`config.mk`:
```
export PLATFORM = sky130hd
export DESIGN_NAME = fiber_far_end_fault
export DESIGN_NICKNAME = d
export VERILOG_FILES = /design/src/hdl/fiber_fault_pkg.sv /design/src/hdl/fiber_far_end_fault.sv /design/src/hdl/fault_pattern_detect.sv
export SDC_FILE = /design/constraint.sdc
export NUM_CORES = 1
export LEC_CHECK = 0
export BUFFER_PORTS_ARGS = -buffer_cell sky130_fd_sc_hd__buf_2
export CAP_MARGIN = 10
export CORE_MARGIN = 1
export CORE_UTILIZATION = 55
export CTS_CLUSTER_SIZE = 25
export DETAILED_ROUTE_END_ITERATION = 10
export HOLD_SLACK_MARGIN = 0.08
export PLACE_DENSITY = 0.93
export SLEW_MARGIN = 20
export SYNTH_ARGS = -nofsm -noshare
export SYNTH_HDL_FRONTEND = slang
export SYNTH_HIERARCHICAL = 1
export SYNTH_SLANG_ARGS = --single-unit
```
`constraint.sdc`:
```
create_clock -name clock -period 4.8 [get_ports clock]
set_input_delay 0.24 -clock clock [delete_from_list [all_inputs] [get_ports clock]]
set_output_delay 0.24 -clock clock [all_outputs]
set_load 0.05 [all_outputs]
```
`src/hdl/fiber_fault_pkg.sv`:
```
/*
 Constants shared by the fiber far-end-fault block: register addresses,
 field positions, reset values, pattern lengths and state encodings.
 Assumes a 16-bit management register space with 5-bit addresses.
*/
package fiber_fault_pkg;

   // ----------------------------------------------------------------
   // Register bus
   // ----------------------------------------------------------------
   localparam int unsigned ADDR_W = 5;
   localparam int unsigned DATA_W = 16;

   localparam logic [ADDR_W-1:0] ADDR_BASIC_CTRL = 5'h00;
   localparam logic [ADDR_W-1:0] ADDR_BASIC_STATUS = 5'h01;
   localparam logic [ADDR_W-1:0] ADDR_SUMMARY_STATUS = 5'h10;
   localparam logic [ADDR_W-1:0] ADDR_CODING_CTRL = 5'h16;
   localparam logic [ADDR_W-1:0] ADDR_LOOPBACK = 5'h17;
   localparam logic [ADDR_W-1:0] ADDR_PHY_CTRL = 5'h19;

   // ----------------------------------------------------------------
   // Field positions
   // ----------------------------------------------------------------
   localparam int unsigned BIT_AN_ENABLE = 12;
   localparam int unsigned BIT_REMOTE_FAULT = 4;
   localparam int unsigned BIT_SUMMARY_FAULT = 7;
   localparam int unsigned BIT_FAULT_ENABLE = 14;
   localparam int unsigned BIT_SD_BIAS = 15;
   localparam int unsigned BIT_SCR_BYPASS = 11;
   localparam int unsigned BIT_SCR_BYPASS_ALT = 12;
   localparam int unsigned BIT_FIBER_SELECT = 5;
   localparam int unsigned LOOP_MODE_LSB = 7;
   localparam int unsigned LOOP_MODE_MSB = 9;

   // ----------------------------------------------------------------
   // Reset values
   // ----------------------------------------------------------------
   localparam logic RESET_AN_ENABLE = 1'b1;
   localparam logic [2:0] RESET_LOOP_MODE = 3'h0;
   localparam logic [DATA_W-1:0] READ_ZERO = 16'h0000;

   // ----------------------------------------------------------------
   // Fault idle pattern
   // ----------------------------------------------------------------
   localparam int unsigned FAULT_ONES = 84;
   localparam int unsigned FAULT_MIN_PATTERNS = 3;
   localparam int unsigned RUN_W = 8;
   localparam int unsigned PAT_W = 7;

   typedef enum logic {
      TX_NORMAL,
      TX_FAULT
   } tx_mode_t;

endpackage : fiber_fault_pkg

```
`src/hdl/fiber_far_end_fault.sv`:
```
/*
 Far-end-fault signalling and fiber-mode control for the 100 Mb/s optical
 path: fault idle insertion, fault idle detection, status latching, MII
 gating and the control bits behind them.
 Assumes one code bit per clock on the line side, synchronous inputs and a
 single-cycle register port with read data in the following cycle.
*/
// Notes on behaviour
// - With fault enabled and signal lost, send 84 ones then a zero, repeating.
// - Keep sending the fault pattern until signal detect returns.
// - Three or more received patterns set basic status bit 4 until read.
// - Summary status bit 7 also shows the far-end fault.
// - First received pattern may carry more than 84 leading ones.
// - Receiving the fault pattern never asserts carrier sense.
// - Fault enable clear means the fault pattern is never sent.
// - Detected far-end fault blocks MII receive and transmit; management still works.
// - Auto-negotiation enabled forces the fault function off.
// - Selecting 100 Mb/s fiber turns the fault enable on automatically.
// - Phy control bit 5 selects the fiber interface.
// - Coding control bit 14 is the fault enable.
// - Loopback register bit 11 or 12 bypasses scrambler and descrambler.
// - Coding control bit 15 enables internal signal-detect bias.
// - Fiber mode bypasses scrambling only; other coding stays unchanged.
// - Fiber interface disables the twisted-pair transceiver.
// - Strap low at reset selects fiber mode like the select bit.
`timescale 1ns/1ns
`default_nettype none
module fiber_far_end_fault
   import fiber_fault_pkg::*;
#(
   parameter int unsigned ONES = FAULT_ONES
) (
   input wire logic clock,
   input wire logic rst_b,
   input wire logic [ADDR_W-1:0] reg_addr,
   input wire logic [DATA_W-1:0] reg_wdata,
   input wire logic reg_wr,
   input wire logic reg_rd,
   output logic [DATA_W-1:0] reg_rdata,
   input wire logic optical_signal_detect_in,
   input wire logic optical_rx_in,
   output logic optical_tx_out,
   input wire logic tx_code_in,
   input wire logic fiber_strap_in,
   input wire logic mii_tx_en_in,
   input wire logic mii_rx_dv_in,
   input wire logic mii_crs_in,
   output logic mii_tx_en_out,
   output logic mii_rx_dv_out,
   output logic mii_crs_out,
   output logic fiber_mode_out,
   output logic tp_disable_out,
   output logic scrambler_bypass_out,
   output logic sd_bias_enable_out,
   output logic far_fault_sending_out,
   output logic far_fault_active_out
);

   localparam logic [PAT_W-1:0] PAT_LAST = PAT_W'(ONES);

   typedef struct packed {
      logic an_enable;
      logic far_fault_enable;
      logic sd_bias;
      logic [2:0] loop_mode;
      logic scr_bypass;
      logic scr_bypass_alt;
      logic fiber_select_bit;
      logic strap_done;
      logic fault_latched;
      tx_mode_t tx_mode;
      logic [PAT_W-1:0] pat_cnt;
      logic nrzi_level;
      logic rx_prev;
      logic [DATA_W-1:0] rdata;
      logic mii_tx_en;
      logic mii_rx_dv;
      logic mii_crs;
      logic scr_bypass_out;
      logic fault_out;
   } state_t;

   state_t q;
   state_t d;
   logic det_active;
   logic rx_bit;
   logic fault_on;
   logic block_mii;
   logic code_bit;
   logic [DATA_W-1:0] read_val;

   // ----------------------------------------------------------------
   // Fault pattern detector
   // ----------------------------------------------------------------
   assign rx_bit = optical_rx_in ^ q.rx_prev;

   fault_pattern_detect #(
      .ONES(ONES),
      .MIN_PATTERNS(FAULT_MIN_PATTERNS)
   ) u_detect (
      .clock(clock),
      .rst_b(rst_b),
      .bit_in(rx_bit),
      .fault_active(det_active)
   );

   // ----------------------------------------------------------------
   // Next state
   // ----------------------------------------------------------------
   always_comb begin
      d = q;
      fault_on = q.far_fault_enable & q.fiber_select_bit & ~q.an_enable;
      block_mii = fault_on & det_active;

      // Register read view
      read_val = READ_ZERO;
      unique case (reg_addr)
         ADDR_BASIC_CTRL: read_val[BIT_AN_ENABLE] = q.an_enable;
         ADDR_BASIC_STATUS: read_val[BIT_REMOTE_FAULT] = q.fault_latched;
         ADDR_SUMMARY_STATUS: read_val[BIT_SUMMARY_FAULT] = block_mii;
         ADDR_CODING_CTRL: begin
            read_val[BIT_FAULT_ENABLE] = q.far_fault_enable;
            read_val[BIT_SD_BIAS] = q.sd_bias;
         end
         ADDR_LOOPBACK: begin
            read_val[LOOP_MODE_MSB:LOOP_MODE_LSB] = q.loop_mode;
            read_val[BIT_SCR_BYPASS] = q.scr_bypass;
            read_val[BIT_SCR_BYPASS_ALT] = q.scr_bypass_alt;
         end
         ADDR_PHY_CTRL: read_val[BIT_FIBER_SELECT] = q.fiber_select_bit;
         default: read_val = READ_ZERO;
      endcase
      d.rdata = reg_rd ? read_val : READ_ZERO;

      // Register writes
      if (reg_wr) begin
         unique case (reg_addr)
            ADDR_BASIC_CTRL: d.an_enable = reg_wdata[BIT_AN_ENABLE];
            ADDR_CODING_CTRL: begin
               d.far_fault_enable = reg_wdata[BIT_FAULT_ENABLE];
               d.sd_bias = reg_wdata[BIT_SD_BIAS];
            end
            ADDR_LOOPBACK: begin
               d.loop_mode = reg_wdata[LOOP_MODE_MSB:LOOP_MODE_LSB];
               d.scr_bypass = reg_wdata[BIT_SCR_BYPASS];
               d.scr_bypass_alt = reg_wdata[BIT_SCR_BYPASS_ALT];
            end
            ADDR_PHY_CTRL: begin
               d.fiber_select_bit = reg_wdata[BIT_FIBER_SELECT];
               if (reg_wdata[BIT_FIBER_SELECT] && !q.fiber_select_bit) begin
                  d.far_fault_enable = 1'b1;
               end
            end
            default: d.rdata = d.rdata;
         endcase
      end

      // Strap caught once after reset release
      if (!q.strap_done) begin
         d.strap_done = 1'b1;
         if (!fiber_strap_in) begin
            d.fiber_select_bit = 1'b1;
            d.far_fault_enable = 1'b1;
         end
      end

      // Latched status: set wins over clear-on-read
      if (reg_rd && reg_addr == ADDR_BASIC_STATUS) begin
         d.fault_latched = 1'b0;
      end
      if (block_mii) begin
         d.fault_latched = 1'b1;
      end

      // Transmit fault idle
      unique case (q.tx_mode)
         TX_NORMAL: begin
            d.pat_cnt = '0;
            if (fault_on && !optical_signal_detect_in) begin
               d.tx_mode = TX_FAULT;
            end
         end
         TX_FAULT: begin
            d.pat_cnt = (q.pat_cnt == PAT_LAST) ? '0 : q.pat_cnt + 1'b1;
            if (!fault_on || optical_signal_detect_in) begin
               d.tx_mode = TX_NORMAL;
            end
         end
      endcase
      if (q.tx_mode == TX_FAULT) begin
         code_bit = (q.pat_cnt != PAT_LAST);
      end else begin
         code_bit = tx_code_in;
      end
      d.nrzi_level = q.nrzi_level ^ code_bit;
      d.rx_prev = optical_rx_in;

      // MII gating and config outputs
      d.mii_tx_en = mii_tx_en_in & ~block_mii;
      d.mii_rx_dv = mii_rx_dv_in & ~block_mii;
      d.mii_crs = mii_crs_in & ~block_mii;
      d.scr_bypass_out = d.fiber_select_bit | d.scr_bypass | d.scr_bypass_alt;
      d.fault_out = block_mii;
   end

   always_ff @(posedge clock or negedge rst_b) begin
      if (!rst_b) begin
         q <= '0;
         q.an_enable <= RESET_AN_ENABLE;
         q.loop_mode <= RESET_LOOP_MODE;
         q.tx_mode <= TX_NORMAL;
      end else begin
         q <= d;
      end
   end

   // ----------------------------------------------------------------
   // Outputs
   // ----------------------------------------------------------------
   assign reg_rdata = q.rdata;
   assign optical_tx_out = q.nrzi_level;
   assign mii_tx_en_out = q.mii_tx_en;
   assign mii_rx_dv_out = q.mii_rx_dv;
   assign mii_crs_out = q.mii_crs;
   assign fiber_mode_out = q.fiber_select_bit;
   assign tp_disable_out = q.fiber_select_bit;
   assign scrambler_bypass_out = q.scr_bypass_out;
   assign sd_bias_enable_out = q.sd_bias;
   assign far_fault_sending_out = (q.tx_mode == TX_FAULT);
   assign far_fault_active_out = q.fault_out;
endmodule : fiber_far_end_fault
`default_nettype wire

```
`src/hdl/fault_pattern_detect.sv`:
```
/*
 Receive-side detector for the repeating fault idle pattern.
 Assumes one decoded code bit per clock, already out of NRZI.
*/
`timescale 1ns/1ns
`default_nettype none
module fault_pattern_detect
   import fiber_fault_pkg::*;
#(
   parameter int unsigned ONES = FAULT_ONES,
   parameter int unsigned MIN_PATTERNS = FAULT_MIN_PATTERNS
) (
   input wire logic clock,
   input wire logic rst_b,
   input wire logic bit_in,
   output logic fault_active
);

   localparam logic [RUN_W-1:0] RUN_ONES = RUN_W'(ONES);
   localparam logic [RUN_W-1:0] RUN_MAX = RUN_W'(2 * (ONES + 1));
   localparam logic [1:0] CNT_MIN = 2'(MIN_PATTERNS);

   typedef struct packed {
      logic [RUN_W-1:0] run;
      logic [1:0] count;
      logic active;
   } det_state_t;

   det_state_t q;
   det_state_t d;

   // ----------------------------------------------------------------
   // Pattern counting
   // ----------------------------------------------------------------
   always_comb begin
      d = q;
      if (bit_in) begin
         if (q.run != RUN_MAX) begin
            d.run = q.run + 1'b1;
         end
         if (d.run == RUN_MAX) begin
            d.count = 2'h0;
            d.active = 1'b0;
         end
      end else begin
         d.run = '0;
         if (q.run >= RUN_ONES) begin
            if (q.run == RUN_ONES && q.count != 2'h0) begin
               d.count = (q.count == CNT_MIN) ? q.count : q.count + 1'b1;
            end else begin
               d.count = 2'h1;
            end
            d.active = q.active | (d.count >= CNT_MIN);
         end else begin
            d.count = 2'h0;
            d.active = 1'b0;
         end
      end
   end

   always_ff @(posedge clock or negedge rst_b) begin
      if (!rst_b) begin
         q <= '0;
      end else begin
         q <= d;
      end
   end

   assign fault_active = q.active;
endmodule : fault_pattern_detect
`default_nettype wire

```
==> reports/results.ini <==
[sta]
setup_viol = 0
fin_crit_sh_pct = 41.15
drv_slew = 0
clock_skew_ps = 5.319
hold_viol = 0
slew_headroom_pct = 51.46
layout_setup_ws_ps = 2825
holdWs_ps = 151.2
rsz0062_at_grt = no
timing.fmax_mhz = 506.3
worstMarginPinSlew_ps = 725.7
tns_ps = 0
fin_crit_ps = 1975

[placed_design]
dpl_worst_slack_ps = 2949
gp_congestion = 0.8545
dp_hpwl_mm = 3.241
place_inst = 296
port_buffers = 42

[routing]
drt_iter0_markers = 92
routed_wl_mm = 4.526
viasPerCell = 5.633
first_pass_iters = 4
vias = 1735
wl_per_cell_um = 14.69
remaining_drc_errors = 0
drt.antenna.violating_nets = 0

[run_status]
outcome = completed

[pwr]
totalPowerFinal_uw = 883.3
p_per_area_nw_per_um2 = 336.0
peakVddDrop_uv = 167.2
leakage_nw = 1.240

[synthesis]
yosys-top-cells-count = 45 x dfrtp_1, 19 x buf_4, 16 x nand3_1
syn_area_per_cell_um2 = 10.52
synth.area.top_cells = dfrtp_1 48%, buf_4 6.1%, nand3_1 3.4%
ys_warn_count = 6
synth-edff-count = 0
synth_top_area_share_pct = 48.00
async_flop_share_pct = 100.0
ys_ff_latch = 46
synth.largest_area_cell = dfrtp_1
synthAdderAreaFrac_pct = 2.667
synth_cells = 223
muxShareOfSynthArea_pct = 2.880
synth_simple_gate_area_share_pct = 22.03
synthFlopType = dfrtp_1
synth.cell_area_um2 = 2346
synth-compound-area-share_pct = 9.760
yosysSeqAreaShare_pct = 49.12
synth_xor_area_share_pct = 4.107
synth.most_common_cell = dfrtp_1
synth_cell_type_count = 52
synth_top_family_by_area = simple AND/OR/NAND/NOR gates

[final_layout]
final_cells = 308
drive_gt1_share_pct = 25.19
antennaDiodeCount = 0
fin_nets = 294
area_growth_syn_to_layout_pct = 12.05

[worst_setup_path]
critPathKind = in -> reg
crit_fanout = 11
worstSetupStartpointType = input port
end_kind = flip-flop
critPathArrivalTime_ps = 2200
crit_required_ps = 5030

[floorplanning]
num_io_pins = 58
rows = 23
initial_core_util_pct = 57.82
core_um2 = 4058
die_area_um2 = 4531
fp.dieH_um = 67.31
die_w_um = 67.31

[clock_network]
numCtsBuffers = 5
cts_num_sinks = 46
cts_tree = done
cts-root-buf = clkbuf_8
clk_pin_slew_ps = 80
post_cts_buffers = 0
clock_latency_ps = 310
htree_levels = 2
cts_buffer_depth = 2

[global_routing]
antenna_found_initial = 0
overflow = 0
grt_pass1_wl_mm = 7.693
grt_max_degree = 47
grt_usage_pct = 23.70
grt_pass1_vias = 1663

[worst_hold_path]
hold_class = in -> reg

[job]
cap_violations = 0

through the flow:
stage / util (%) / cell area, um^2
global placement: 60.75 / 2465
CTS: 63.86 / 2591
global route: 64.79 / 2629
detailed placement: 60.75 / 2465
floorplan: - / 2369
finish: 64.79 / 2629
metal layers:
| metal | share of wire, % | GRT usage [%] | vias up |
|---|---|---|---|
| li1 | - | - | 828 |
| met1 | 44 | 28.37 | 839 |
| met2 | 49 | 39.25 | 61 |
| met3 | 4.8 | 6.419 | 7 |
| met4 | 2.0 | 11.44 | 0 |
| met5 | 0 | 0 | - |
worst paths after layout:
path | depth (start not counted) | slack (ps) | to | from
setup / recovery | 7 | 2830 | u_detect/q[1] | optical_rx_in
setup reg to reg | 6 | 2910 | u_detect/q[1] | u_detect/q[3]
hold / removal | 2 | 150 | mii_crs_out | mii_crs_in
max in group asynchronous | 3 | 3710 | q[41] | rst_b
min in group asynchronous | 2 | 500 | reg_rdata[12] | rst_b
hold reg to reg | 1 | 470 | optical_tx_out | optical_tx_out
logic make-up (layout without fill, tap and decap cells):
family,count (synthesis),in the layout
AO/OA/AOI/OAI,32,32
XOR/XNOR,11,11
adder cells (fa/ha/maj),5,5
buffers and inverters,35,64
flip-flops,46,46
multiplexers,6,6
other,2,8
AND/OR/NAND/NOR,86,86
power by group:
group / internal (mW) / switching [mW] / leakage, nW
Combinational: 0.0534 / 0.0970 / 0.591
Clock: 0.156 / 0.127 / 0.0524
Sequential: 0.418 / 0.0321 / 0.596
Total: 0.627 / 0.256 / 1.24
cell usage in the layout (no fill, tap or decap), types with 3 or more instances in the layout:
master | netlist | routed
and4b_1 | 3 | 3
and3_1 | 3 | 3
nand3_1 | 16 | 16
or3_1 | 4 | 4
dlygate4sd3_1 | 0 | 3
nor2_1 | 15 | 15
buf_2 | 3 | 42
o31ai_1 | 3 | 3
xnor2_1 | 5 | 5
ha_1 | 5 | 5
dfrtp_1 | 45 | 45
inv_1 | 10 | 10
nand2_1 | 8 | 8
nor3_1 | 3 | 3
mux2_2 | 6 | 6
conb_1 | 2 | 8
xor2_1 | 6 | 6
clkbuf_8 | 0 | 5
o21ai_0 | 8 | 8
nand4b_1 | 4 | 4
and2_1 | 11 | 11
worst max-delay path, cell delays in order:
cell and delay [ps]:
dlygate4sd3_1 520, buf_2 130, xor2_1 570, o31ai_1 160, a41oi_1 320, a21oi_2 90
o21ai_1 170
flip-flops by register name (all words and copies together) (netlist names):
name and flops:
mii_crs_out 1, reg_rdata 9, u_detect/fault_active 1, fiber_mode_out 1
sd_bias_enable_out 1, far_fault_active_out 1, mii_tx_en_out 1, far_fault_sending_out 1
u_detect/q 10, optical_tx_out 1, scrambler_bypass_out 1, mii_rx_dv_out 1
q 17
timing repair:
item                                   CTS  global route
hold buffers                             2             1
endpoints found under the hold margin    2            25
resized for setup                        0             0
cell type report:
class,instances,area [um^2]
flip-flops and latches,46,1152
fillers,320,1429
clock inverters,1,30.03
clock buffers,7,76.32
repair buffers,46,267.8
well taps,50,62.56
inverters,10,37.54
multi-input cells,148,1002
No activity file was read; power rests on OpenSTA's default activity.
